## src/design/lvds_serdes_lane_defines.vh

```
// Register map, field positions, reset values and counts of the LVDS lane
`ifndef LVDS_SERDES_LANE_DEFINES_VH
`define LVDS_SERDES_LANE_DEFINES_VH
`define REG_CTRL        5'h00
`define REG_DELAY       5'h04
`define REG_TXDATA      5'h08
`define REG_RXDATA      5'h0C
`define REG_STATUS      5'h10
`define REG_RESET       5'h14
`define CTRL_RESET      32'h0000_8000
`define CTRL_RX         0
`define CTRL_TX         1
`define CTRL_BUF_ON     2
`define CTRL_TERM_ON    3
`define CTRL_OE         4
`define CTRL_FIFO_EN    5
`define CTRL_DPA_EN     6
`define CTRL_HALF_RATE  7
`define CTRL_CLK_PAT    8
`define CTRL_BYPASS     9
`define CTRL_WIDTH_LSB  12
`define DLY_ENABLE      0
`define DLY_UP          1
`define DLY_RESET       2
`define RST_RX          0
`define RST_TX          1
`define WORD_W          10
`define TAP_W           6
`define FIFO_DEPTH      8
`define ALIGN_STABLE    3'h4
`define RESP_OKAY       2'h0
`define RESP_SLVERR     2'h2
`endif

```

## src/design/lvds_serdes_lane.v

```verilog
// LVDS lane: deserializer, serializer, receive queue, delay and phase align, AXI4-Lite slave
`include "lvds_serdes_lane_defines.vh"

// Overview of operation
// [RULE_01] Receive word up to ten bits, width set
// [RULE_02] Received word updates on each parallel tick
// [RULE_03] Alternate input only in bypass, width one
// [RULE_04] Lock output once phase alignment trains
// [RULE_05] Queue empty flag while queue holds nothing
// [RULE_06] Core pops queue only when not empty
// [RULE_07] Receive reset clears queue and deserializer
// [RULE_08] Input buffer enable switches receiver on/off
// [RULE_09] Termination control connects or disconnects termination
// [RULE_10] Delay enable drives delay or phase align
// [RULE_11] Step direction up or down, unused with align
// [RULE_12] Delay reset clears counter or align circuit
// [RULE_13] Transmit word captured on parallel tick
// [RULE_14] Transmit serial data or clock pattern
// [RULE_15] Transmit reset clears the serializer
// [RULE_16] Pad driven only while output enable high
// [RULE_17] Both paths use same serialization factor
// [RULE_18] Separate receive and transmit timing and resets
// [RULE_19] Debug output shows final tap at lock
// [RULE_20] Full rate one edge, half rate both
// [RULE_21] Parallel rate is bit rate over factor
// [RULE_22] Eight-entry receive queue, receive path only
// [RULE_23] Phase alignment only in full-rate mode
// [RULE_24] Lock cleared on align reset until retrained
module lvds_serdes_lane (
   input  wire        aclk,
   input  wire        aresetn,
   input  wire        ce,
   input  wire [4:0]  s_axi_awaddr,
   input  wire        s_axi_awvalid,
   output reg         s_axi_awready,
   input  wire [31:0] s_axi_wdata,
   input  wire [3:0]  s_axi_wstrb,
   input  wire        s_axi_wvalid,
   output reg         s_axi_wready,
   output reg  [1:0]  s_axi_bresp,
   output reg         s_axi_bvalid,
   input  wire        s_axi_bready,
   input  wire [4:0]  s_axi_araddr,
   input  wire        s_axi_arvalid,
   output reg         s_axi_arready,
   output reg  [31:0] s_axi_rdata,
   output reg  [1:0]  s_axi_rresp,
   output reg         s_axi_rvalid,
   input  wire        s_axi_rready,
   input  wire        pad_in,
   output reg         pad_p,
   output reg         pad_n,
   output reg         pad_oe,
   output reg         input_buffer_on,
   output reg         termination_on,
   output reg         serial_clk,
   output reg         rx_parallel_clk,
   output reg         tx_parallel_clk,
   output reg         alternate_pad_input,
   output reg         lock,
   output reg         fifo_empty,
   output reg  [5:0]  align_final_tap,
   output reg  [9:0]  rx_word
);
   reg [31:0] ctrl_q;
   reg [4:0]  aw_q;
   reg [31:0] w_q;
   reg [3:0]  ws_q;
   reg        aw_have_q;
   reg        w_have_q;
   reg        sync1_q;
   reg        sync2_q;
   reg        phase_q;
   reg [9:0]  rx_shift_q;
   reg [3:0]  rx_idx_q;
   reg [9:0]  tx_shift_q;
   reg [3:0]  tx_idx_q;
   reg [9:0]  tx_word_q;
   reg        dly_en_q;
   reg        dly_up_q;
   reg        delay_reset_q;
   reg [5:0]  tap_q;
   reg [9:0]  prev_word_q;
   reg [2:0]  stable_q;
   reg [9:0]  mem [0:7];
   reg [2:0]  wr_q;
   reg [2:0]  rd_q;
   reg [3:0]  cnt_q;

   wire [3:0] width = (ctrl_q[15:12] == 4'h0) ? 4'h1 :
                      (ctrl_q[15:12] > 4'hA) ? 4'hA : ctrl_q[15:12];
   wire       fifo_on = ctrl_q[`CTRL_FIFO_EN];
   // Alignment only trains at full rate
   wire       dpa_on = ctrl_q[`CTRL_DPA_EN] & ~ctrl_q[`CTRL_HALF_RATE]; // see [RULE_23]
   wire       bit_tick = ce & phase_q;
   // A width cut mid-word ends the word at once, so no index leaves the word
   wire       rx_last = bit_tick & (rx_idx_q >= width - 4'h1);
   wire       tx_last = bit_tick & (tx_idx_q >= width - 4'h1);
   wire       wr_do = aw_have_q & w_have_q & ~s_axi_bvalid;
   wire       rx_rst = wr_do & (aw_q == `REG_RESET) & ws_q[0] & w_q[`RST_RX];
   wire       tx_rst = wr_do & (aw_q == `REG_RESET) & ws_q[0] & w_q[`RST_TX];
   wire       rd_take = s_axi_arvalid & ~s_axi_rvalid;
   wire       pop = ce & rd_take & (s_axi_araddr == `REG_RXDATA) & fifo_on & ~fifo_empty;
   wire [9:0] new_word = rx_shift_q | ({9'h0, sync2_q} << rx_idx_q);
   wire       rx_run = ctrl_q[`CTRL_RX] & input_buffer_on;
   wire       push = rx_last & rx_run & fifo_on & (~dpa_on | lock) & (cnt_q != 4'h8);
   wire [31:0] tx_merged = merge({22'h0, tx_word_q}, w_q, ws_q);

   function [9:0] mask_w;
      input [3:0] w;
      begin
         mask_w = ~(10'h3FF << w);
      end
   endfunction

   function [31:0] merge;
      input [31:0] old;
      input [31:0] nw;
      input [3:0]  st;
      integer      i;
      begin
         merge = old;
         for (i = 0; i < 4; i = i + 1) begin
            if (st[i]) begin
               merge[i*8 +: 8] = nw[i*8 +: 8];
            end
         end
      end
   endfunction

   function mapped;
      input [4:0] a;
      begin
         mapped = (a == `REG_CTRL) | (a == `REG_DELAY) | (a == `REG_TXDATA) |
                  (a == `REG_RXDATA) | (a == `REG_STATUS) | (a == `REG_RESET);
      end
   endfunction

   // Bus write side: address and data taken in either order
   always @(posedge aclk) begin
      if (!aresetn) begin
         aw_have_q <= 1'b0;
         w_have_q <= 1'b0;
         s_axi_awready <= 1'b0;
         s_axi_wready <= 1'b0;
         s_axi_bvalid <= 1'b0;
         s_axi_bresp <= `RESP_OKAY;
         aw_q <= 5'h00;
         w_q <= 32'h0000_0000;
         ws_q <= 4'h0;
         ctrl_q <= `CTRL_RESET;
         tx_word_q <= 10'h000;
      end else if (ce) begin
         s_axi_awready <= ~aw_have_q & ~s_axi_awready & s_axi_awvalid;
         s_axi_wready <= ~w_have_q & ~s_axi_wready & s_axi_wvalid;
         if (s_axi_awready & s_axi_awvalid) begin
            aw_have_q <= 1'b1;
            aw_q <= {s_axi_awaddr[4:2], 2'b00};
         end
         if (s_axi_wready & s_axi_wvalid) begin
            w_have_q <= 1'b1;
            w_q <= s_axi_wdata;
            ws_q <= s_axi_wstrb;
         end
         if (wr_do) begin
            aw_have_q <= 1'b0;
            w_have_q <= 1'b0;
            s_axi_bvalid <= 1'b1;
            s_axi_bresp <= mapped(aw_q) ? `RESP_OKAY : `RESP_SLVERR;
            if (aw_q == `REG_CTRL) begin
               ctrl_q <= merge(ctrl_q, w_q, ws_q);
            end
            if (aw_q == `REG_TXDATA) begin
               tx_word_q <= tx_merged[9:0];
            end
         end else if (s_axi_bready) begin
            s_axi_bvalid <= 1'b0;
         end
      end
   end

   // Bus read side; reading the data register pops the queue
   always @(posedge aclk) begin
      if (!aresetn) begin
         s_axi_arready <= 1'b0;
         s_axi_rvalid <= 1'b0;
         s_axi_rdata <= 32'h0000_0000;
         s_axi_rresp <= `RESP_OKAY;
      end else if (ce) begin
         s_axi_arready <= rd_take;
         if (rd_take) begin
            s_axi_rvalid <= 1'b1;
            s_axi_rresp <= mapped(s_axi_araddr) ? `RESP_OKAY : `RESP_SLVERR;
            case (s_axi_araddr)
               `REG_CTRL: begin
                  s_axi_rdata <= ctrl_q;
               end
               `REG_RXDATA: begin
                  s_axi_rdata <= {22'h0, (fifo_on ? mem[rd_q] : rx_word)};
               end
               `REG_STATUS: begin
                  s_axi_rdata <= {10'h0, tap_q, align_final_tap, 4'h0,
                                  cnt_q, fifo_empty, lock};
               end
               default: begin
                  s_axi_rdata <= 32'h0000_0000;
               end
            endcase
         end else if (s_axi_rready) begin
            s_axi_rvalid <= 1'b0;
         end
      end
   end

   // Pad input passes two flops; each bit lasts two cycles
   always @(posedge aclk) begin
      if (!aresetn) begin
         sync1_q <= 1'b0;
         sync2_q <= 1'b0;
         phase_q <= 1'b0;
         serial_clk <= 1'b0;
         input_buffer_on <= 1'b0;
         termination_on <= 1'b0;
         alternate_pad_input <= 1'b0;
      end else if (ce) begin
         sync1_q <= pad_in;
         sync2_q <= sync1_q;
         phase_q <= ~phase_q;
         // Full rate toggles each cycle, half rate once per bit
         serial_clk <= ctrl_q[`CTRL_HALF_RATE] ? (serial_clk ^ phase_q) : ~serial_clk; // see [RULE_20]
         input_buffer_on <= ctrl_q[`CTRL_BUF_ON]; // see [RULE_08]
         termination_on <= ctrl_q[`CTRL_TERM_ON]; // see [RULE_09]
         alternate_pad_input <= ctrl_q[`CTRL_BYPASS] & (width == 4'h1) &
                                ctrl_q[`CTRL_RX] & input_buffer_on & sync2_q; // see [RULE_03]
      end
   end

   // Deserializer, first bit in bit 0
   always @(posedge aclk) begin
      if (!aresetn || (ce && rx_rst)) begin // see [RULE_07]
         rx_shift_q <= 10'h000;
         rx_idx_q <= 4'h0;
         rx_word <= 10'h000;
         rx_parallel_clk <= 1'b0;
      end else if (bit_tick && ctrl_q[`CTRL_RX] && input_buffer_on) begin
         if (rx_last) begin
            rx_idx_q <= 4'h0;
            rx_shift_q <= 10'h000;
            rx_parallel_clk <= 1'b1; // see [RULE_21]
            rx_word <= new_word & mask_w(width); // see [RULE_01] [RULE_02]
         end else begin
            rx_idx_q <= rx_idx_q + 4'h1;
            rx_shift_q <= new_word;
            rx_parallel_clk <= (rx_idx_q < {1'b0, width[3:1]}) ? 1'b1 : 1'b0;
         end
      end
   end

   // Delay controls are held until the next word boundary
   always @(posedge aclk) begin
      if (!aresetn) begin
         dly_en_q <= 1'b0;
         dly_up_q <= 1'b0;
         delay_reset_q <= 1'b0;
      end else if (ce) begin
         if (wr_do && aw_q == `REG_DELAY && ws_q[0]) begin
            dly_en_q <= w_q[`DLY_ENABLE];
            dly_up_q <= w_q[`DLY_UP];
            delay_reset_q <= w_q[`DLY_RESET];
         end else if (rx_last) begin
            dly_en_q <= 1'b0;
            delay_reset_q <= 1'b0;
         end
      end
   end

   // Delay chain and phase alignment training
   always @(posedge aclk) begin
      if (!aresetn || (ce && rx_rst)) begin
         tap_q <= 6'h00;
         lock <= 1'b0;
         stable_q <= 3'h0;
         prev_word_q <= 10'h000;
         align_final_tap <= 6'h00;
      end else if (rx_last) begin
         prev_word_q <= new_word & mask_w(width);
         if (delay_reset_q) begin
            tap_q <= 6'h00; // see [RULE_12]
            stable_q <= 3'h0;
            if (dpa_on) begin
               lock <= 1'b0; // see [RULE_24]
            end
         end else if (!dpa_on) begin
            lock <= 1'b0;
            if (dly_en_q) begin
               // Step direction is ignored while aligning
               tap_q <= dly_up_q ? tap_q + 6'h01 : tap_q - 6'h01; // see [RULE_10] [RULE_11]
            end
         end else if (dly_en_q && !lock) begin
            // Training: sweep taps until the word stays stable
            if ((new_word & mask_w(width)) == prev_word_q) begin
               stable_q <= stable_q + 3'h1;
               if (stable_q == `ALIGN_STABLE - 3'h1) begin
                  lock <= 1'b1; // see [RULE_04]
                  align_final_tap <= tap_q; // see [RULE_19]
               end
            end else begin
               stable_q <= 3'h0;
               tap_q <= tap_q + 6'h01;
            end
         end
      end
   end

   // Eight-word receive queue
   always @(posedge aclk) begin
      if (!aresetn || (ce && rx_rst)) begin // see [RULE_07]
         wr_q <= 3'h0;
         rd_q <= 3'h0;
         cnt_q <= 4'h0;
         fifo_empty <= 1'b1;
      end else if (ce) begin
         if (push) begin
            mem[wr_q] <= new_word & mask_w(width); // see [RULE_22]
            wr_q <= wr_q + 3'h1;
         end
         // Pop is gated by empty, so a stray read returns stale data only
         if (pop) begin // see [RULE_06]
            rd_q <= rd_q + 3'h1;
         end
         cnt_q <= cnt_q + {3'h0, push} - {3'h0, pop};
         fifo_empty <= (cnt_q + {3'h0, push} - {3'h0, pop}) == 4'h0; // see [RULE_05]
      end
   end

   // Serializer with its own reset and word counter
   always @(posedge aclk) begin
      if (!aresetn || (ce && tx_rst)) begin // see [RULE_15] [RULE_18]
         tx_shift_q <= 10'h000;
         tx_idx_q <= 4'h0;
         tx_parallel_clk <= 1'b0;
         pad_p <= 1'b0;
         pad_n <= 1'b1;
         pad_oe <= 1'b0;
      end else if (ce) begin
         pad_oe <= ctrl_q[`CTRL_TX] & ctrl_q[`CTRL_OE]; // see [RULE_16]
         if (bit_tick && ctrl_q[`CTRL_TX]) begin
            pad_p <= tx_shift_q[tx_idx_q];
            pad_n <= ~tx_shift_q[tx_idx_q];
            if (tx_last) begin
               tx_idx_q <= 4'h0;
               tx_parallel_clk <= 1'b1;
               // Clock pattern: low half of the word high, upper half low
               tx_shift_q <= ctrl_q[`CTRL_CLK_PAT] ? mask_w({1'b0, width[3:1]}) :
                             tx_word_q & mask_w(width); // see [RULE_13] [RULE_14] [RULE_17]
            end else begin
               tx_idx_q <= tx_idx_q + 4'h1;
               tx_parallel_clk <= (tx_idx_q < {1'b0, width[3:1]}) ? 1'b1 : 1'b0;
            end
         end
      end
   end
endmodule

```

## config.mk

```make
export PLATFORM = sky130hd
export DESIGN_NAME = lvds_serdes_lane
export DESIGN_NICKNAME = d
export VERILOG_FILES = /design/src/design/lvds_serdes_lane.v
export VERILOG_INCLUDE_DIRS = /design/src /design/src/design
export SDC_FILE = /design/constraint.sdc
export NUM_CORES = 1
export LEC_CHECK = 0
export BUFFER_PORTS_ARGS = -buffer_cell sky130_fd_sc_hd__buf_2
export CAP_MARGIN = 15
export CORE_ASPECT_RATIO = 0.6
export CORE_MARGIN = 1
export CORE_UTILIZATION = 25
export CTS_CLUSTER_DIAMETER = 120
export CTS_CLUSTER_SIZE = 40
export DETAILED_ROUTE_END_ITERATION = 8
export SLEW_MARGIN = 10
export SYNTH_ARGS = -nofsm -noshare
export SYNTH_HDL_FRONTEND = slang
export SYNTH_SLANG_ARGS = --single-unit
```

## constraint.sdc

```tcl
create_clock -name aclk -period 5.99 [get_ports aclk]
set_input_delay 1.198 -clock aclk [delete_from_list [all_inputs] [get_ports aclk]]
set_output_delay 1.198 -clock aclk [all_outputs]
set_load 0.1 [all_outputs]
```

==> summary.txt, run 1 <==
Route
  • Routed vias/inst: 4.84
  • Initial DRC Count: roughly 950
  • DRC errors left: 0
  • Final ANT Viol Nets: 0
  • DR vias: approximately 10000
  • Per-cell routed wire length: ~18 µm
  • DRT Pass-1 Iters: 5
  • Detailed Route WL: about 37 mm

Logic synthesis
  • Top post-synthesis cells by area: dfxtp_1, edfxtp_1, nand2_1
  • Post-synth EDFFs: 80
  • Synth Area per Inst: 9.61 µm²
  • Ys Warns: 0
  • Synth top area share: between 30% and 40%
  • Synthesized flop and latch total: just under 300
  • Synth Cell Area: between 10000 and 15000 µm²
  • Async SR Flop Fraction: 0%
  • Sequential share of the synthesized area: between 50 and 60%
  • Syn Inst Count: 1327
  • Commonest cells in the netlist: dfxtp_1, nand2_1, a21oi_1
  • Top FF cell, synth: dfxtp_1
  • Post-synthesis cell type count: 70
  • Most common cell in the netlist: dfxtp_1
  • Largest area contributor in the netlist: dfxtp_1

Floorplan
  • Core region area: around 50000 µm²
  • Full die area: around 52000 µm²
  • Starting Density: 25.6%
  • Die height: roughly 180 µm
  • Rows: 63
  • Io pins: about 120
  • Die width: 294 µm

STA
  • Post-Route Setup TNS: 0 ns
  • RSZ-0062 raised after global routing: false
  • Post-route setup slack: around 1.4 ns
  • Fin. Hold Viols: 0
  • Final Critical Period: roughly 4.6 ns
  • Max Fclk: about 220 MHz
  • Fin. max-slew vios: 0
  • Max_slew headroom: 26.8%
  • Final setup fails: 0
  • Period Utilization, post-route: just under 80%
  • Worst Skew: 0.0393 ns
  • Worst slew pin tran: 1.10 ns

Worst setup path
  • CP arrival: roughly 5 ns
  • Kind of end point of the critical path: register
  • CP required: between 6 and 7 ns
  • CP Max Fanout: 8
  • CP Launch Type: register
  • R2R Path Start: ctrl_q[13]
  • Critical path class: reg -> reg
  • Crit. Startpoint: ctrl_q[13]
  • Depth of the most critical reg-to-reg path: 17

Worst hold path
  • Hold Crit Class: reg -> reg
  • Hold path cells: 2
  • Hold_sp: s_axi_rdata[30]

Cells and area
  • Nets: approximately 1500
  • P&R area growth vs syn: 12.8%
  • # fillers: approximately 5300
  • Layout cells sized above 1: roughly 15%
  • Antenna diodes: 0

Power
  • Gate power share: 6.3%
  • Pwr per Cell Area: 228 nW/µm²
  • Worst vdd ir: 0.000165 V
  • Seq pwr share: 63.7%
  • Clock Power Share: between 30% and 40%
  • Cell Int Power: between 2000 and 2500 µW
  • Switching Share: between 20% and 30%
  • Leakage power: roughly 0.0053 µW
  • Switch Pwr: 806 µW

Place
  • Hpwl dp: ~28 mm
  • I/O Buffers: 118
  • Routability congestion estimate: between 0.8 and 0.9
  • Pre-CTS setup slack: about 1.5 ns

Clock tree
  • Maximum buffer depth of the clock tree: 3
  • Clock transition at path regs: roughly 0.16 ns
  • CTS resizes: 0
  • Worst skew pair latency: around 0.52 ns
  • Clock Root Buffer: clkbuf_16
  • Clock sink count: roughly 300
  • Post-CTS Setup Inserts: 0
  • CTS hold repair buffers: 0
  • CTS tree: done
  • Htree depth: 1
  • Num CTS Buffers: 11

Global routing
  • Grt total ovfl: 0
  • GRT Util Overall: between 10% and 20%
  • Antenna violations before repair: 0
  • Largest net degree at the start of global routing: 81
  • First-pass GRT wire length: ~57 mm
  • Number of global-route vias before repair: 9448
  • GR Util met1: 21.5%
  • GR peak layer: met1
  • Grt met2 use: approximately a fifth
  • Met3 usage: between 2 and 2.5%

Status
  • Status: finished, final reports clean

Job
  • Max_cap viols: 0
[registers in the layout, indices dropped and copies added (netlist names), 3 cells and up, named ones only]
name             cells
w_q                 32
tx_word_q           10
rx_idx_q             4
tx_idx_q             4
cnt_q                4
rd_q                 3
ws_q                 4
aw_q                 3
tx_shift_q          10
s_axi_rdata         32
ctrl_q              32
rx_shift_q          10
align_final_tap      6
prev_word_q         10
tap_q                6
stable_q             3
wr_q                 3
mem                 80
rx_word             10
[through the flow]
stage / power (µW) / cell area (µm²) / cells / utilization (%) / hold slack, ns
2_1_floorplan: 2270 / 12800 / 1328 / - / 0.428
3_3_place_gp: 2330 / 14100 / 2065 / 28.2 / 0.437
3_5_place_dp: 2340 / 14100 / 2065 / 28.2 / 0.441
4_1_cts: 3310 / 14400 / 2080 / 28.8 / 0.460
5_1_grt: 3410 / 14400 / 2080 / 28.9 / 0.477
6_report: 3280 / 14400 / 2080 / 28.9 / 0.456
[layer usage]
layer	wire length (µm)	share of wire, %
met3	2360	6.3
met4	590	1.6
met2	16300	44
met5	0	0
met1	18100	48
[final cells by class]
cell class	instances	area, µm²	share of cell area (%)
timing repair buffer	143	778	5.41
tap	682	853	5.94
clock inverter	1	30.0	0.209
inverter	34	130	0.905
sequential	295	6710	46.6
multi-input combinational	911	5590	38.9
clock buffer	14	287	1.99
[cell usage in the layout, fill, tap and decap left out, types with 7 or more instances in the layout]
master / n
nand4_1: 9
nor2_1: 140
a21oi_1: 151
nand2_1: 204
mux2i_1: 43
mux2_2: 11
xnor2_1: 12
inv_1: 31
buf_2: 118
buf_4: 25
dfxtp_1: 215
nor3_1: 15
o21ai_0: 28
nand3_1: 78
nand2b_1: 11
clkbuf_16: 11
ha_1: 26
xor2_1: 7
a31oi_1: 7
mux4_2: 22
a22oi_1: 29
edfxtp_1: 80
[worst paths after layout]
path	slack [ns]	endpoint
setup / recovery	1.39	fifo_empty
hold / removal	0.46	s_axi_rdata[30]
setup reg to reg	1.39	fifo_empty
hold reg to reg	0.46	s_axi_rdata[30]
[kinds of logic (layout without fill, tap and decap cells)]
kind of cell	after synthesis	in the layout	synth area share, %
compound gates	270	270	12.8
fa+ha+maj	33	33	3.18
mux	76	76	8.24
xor+xnor	19	19	1.31
other cells	1	2	0.0294
simple gates	511	511	18.1
buf+inv	122	192	3.77
flops	295	295	52.6
[power by group through the flow]
stage          registers (µW)  clock network (µW)  logic (µW)
3_3_place_gp             2130                   0         199
4_1_cts                  2090                1010         206
6_report                 2090                 985         206
2_1_floorplan            2150                   0         123
3_5_place_dp             2130                   0         206
5_1_grt                  2090                1090         225
[worst max-delay path, stage by stage, from the launching register on]
cell,delay (ns)
dfxtp_1,0.44
nor2_1,0.39
nand2_1,0.09
nand2_1,0.08
o21a_1,0.19
ha_1,0.28
ha_1,0.30
a21o_1,0.17
maj3_1,0.34
maj3_1,0.54
nand3_1,0.30
ha_1,0.27
inv_1,0.06
ha_1,0.15
inv_1,0.05
fa_1,0.38
xnor2_1,0.16
o311ai_0,0.31
(Power assumes the default switching activity.)
==> inputs of run 2 (changes only) <==
- clock period: 5.99 -> 4.55 ns (I/O delays scaled with it)
==> summary.txt, run 2 (synthesis results as in run 1) <==
Status
  • Status: finished, final reports clean

Cells and area
  • Antenna diodes: 0 (unchanged)
  • Util after Layout: 29.0% (+0.15 points)
  • Largest register FFs: 80 (unchanged)
  • P&R area growth vs syn: 13.4%
  • Commonest non-fill, non-tap cell in the layout: dfxtp_1
  • Reg with most FFs: mem
  • Layout cells sized above 1: 15.2% (+0.52 points)
  • Most frequent cells in the layout: dfxtp_1, nand2_1, a21oi_1
  • # fillers: 5338 (+0.66%)
  • Fin area: 14500 µm² (+0.52%)
  • Nets: 1488 (+0.68%)

Worst setup path
  • CP required: 4.96 ns (-1.46 ns)
  • CP Launch Type: register
  • CP Max Fanout: 6 (-2)
  • Critical path class: reg -> reg
  • Kind of end point of the critical path: register
  • CP arrival: 4.66 ns (-0.37 ns)

Route
  • Detailed Route WL: 37.4 mm (+0.19%)
  • Initial DRC Count: 895 (-6.1%)
  • DRT Pass-1 Iters: 5 (unchanged)
  • Final ANT Viol Nets: 0 (unchanged)
  • DR vias: 10100 (+0.37%)
  • Per-cell routed wire length: 17.9 µm (-0.34%)
  • Routed vias/inst: 4.83 (-0.16%)
  • DRC errors left: 0 (unchanged)

Floorplan
  • Die height: 177 µm (unchanged)
  • Full die area: 51900 µm² (unchanged)
  • Rows: 63 (unchanged)
  • Starting Density: 25.6% (unchanged)
  • Die width: 294 µm (unchanged)
  • Core region area: 49800 µm² (unchanged)
  • Io pins: 123 (unchanged)

STA
  • Post-Route Setup TNS: 0 ns (unchanged)
  • Fin Hold WS: 0.460 ns (+0.00437 ns)
  • RSZ-0062 raised after global routing: false
  • Fin. max-slew vios: 0 (unchanged)
  • Period Utilization, post-route: 93.4% (+17 points)
  • Post-route setup slack: 0.298 ns (-1.09 ns)
  • Fin. Hold Viols: 0 (unchanged)
  • Max_slew headroom: 34.5% (+7.7 points)
  • Final setup fails: 0 (unchanged)
  • Worst Skew: 0.0373 ns (-0.00197 ns)
  • Worst slew pin tran: 0.978 ns (-0.119 ns)
  • Max Fclk: 235 MHz (+8.2%)
  • Final Critical Period: 4.25 ns (-0.349 ns)

Place
  • Routability congestion estimate: 0.871 (+0.65%)
  • I/O Buffers: 118 (unchanged)
  • Dpl cell area: 14100 µm² (+0.55%)
  • Pre-CTS setup slack: 0.320 ns (-1.15 ns)
  • Hpwl dp: 27.7 mm (+0.47%)

Clock tree
  • Maximum buffer depth of the clock tree: 3 (unchanged)
  • Clock Root Buffer: clkbuf_16
  • CTS tree: done
  • Clock transition at path regs: 0.14 ns (-0.02 ns)
  • Worst skew pair latency: 0.52 ns (about the same)
  • Clock sink count: 295 (unchanged)
  • Htree depth: 1 (unchanged)
  • Num CTS Buffers: 11 (unchanged)
  • Post-CTS Setup Inserts: 0 (unchanged)
  • CTS hold repair buffers: 0 (unchanged)
  • CTS resizes: 0 (unchanged)

Global routing
  • Grt total ovfl: 0 (unchanged)
  • Antenna violations before repair: 1 (+1)
  • First-pass GRT wire length: 56.6 mm (-1.3%)
  • Largest net degree at the start of global routing: 75 (-7.4%)
  • GRT Util Overall: 14.0% (-0.14 points)
  • Number of global-route vias before repair: 9248 (-2.1%)

Power
  • Leakage power: 0.00531 µW (+0.22%)
  • Pwr per Cell Area: 299 nW/µm² (+31%)
  • Worst vdd ir: 0.000229 V (+38%)

Worst hold path
  • Hold Crit Class: reg -> reg

Job
  • Max_cap viols: 0 (unchanged)
run 2: cell types whose count changed in the layout (fill, tap and decap cells not counted):
cell      before  now
buf_4         25   34
nor3_1        15   17
nor4_4         2    1
nor2_2         0    1
clkbuf_1       3    4
nor3_2         3    1
nor2_1       140  139
buf_12         0    1
nor4_2         0    1
run 2: routing by layer:
| metal | vias up | track usage (%) | wire length (µm) |
|---|---|---|---|
| met1 | 4925 | 21.4 | 18400 |
| met3 | 21 | 2.42 | 2490 |
| met2 | 330 | 21.1 | 16200 |
| met5 | - | 0 | 8 |
| met4 | 2 | 1.35 | 279 |
| li1 | 4826 | - | - |
run 2: cell type report:
| type | count | area [µm²] | area share (%) |
|---|---|---|---|
| clock buffer | 15 | 290 | 2.01 |
| sequential | 295 | 6710 | 46.4 |
| tap | 682 | 853 | 5.90 |
| clock inverter | 1 | 30.0 | 0.208 |
| inverter | 34 | 130 | 0.900 |
| timing repair buffer | 153 | 866 | 5.99 |
| multi-input combinational | 911 | 5580 | 38.6 |
run 2: report_power, final:
part	internal, µW	switching (µW)	leakage, µW
clock network	470	831	0.000152
registers	2710	43.0	0.00259
logic	84.3	188	0.00257
run 2: critical path, stage by stage (launching register included):
cell      delay (ns)
dfxtp_1         0.35
nor2_2          0.24
nand2_1         0.08
nand2_1         0.07
o21a_1          0.19
ha_1            0.28
ha_1            0.31
a21o_1          0.17
maj3_1          0.37
maj3_1          0.41
nand3_1         0.24
ha_1            0.28
inv_1           0.06
ha_1            0.16
inv_1           0.06
fa_1            0.50
nand3b_1        0.08
o311ai_0        0.29
run 2: final timing paths:
| check | startpoint | to | slack (ns) | cells past startpoint |
|---|---|---|---|---|
| setup / recovery | ctrl_q[13] | fifo_empty | 0.30 | 17 |
| hold / removal | s_axi_rdata[30] | s_axi_rdata[30] | 0.46 | 2 |
| setup reg to reg | ctrl_q[13] | fifo_empty | 0.30 | 17 |
| hold reg to reg | s_axi_rdata[30] | s_axi_rdata[30] | 0.46 | 2 |
run 2: stage by stage:
| step | cells | power, µW |
|---|---|---|
| CTS | 2091 | 4360 |
| global placement | 2075 | 3080 |
| detailed placement | 2075 | 3080 |
| finish | 2091 | 4330 |
| floorplan | 1328 | 2990 |
| global route | 2091 | 4490 |
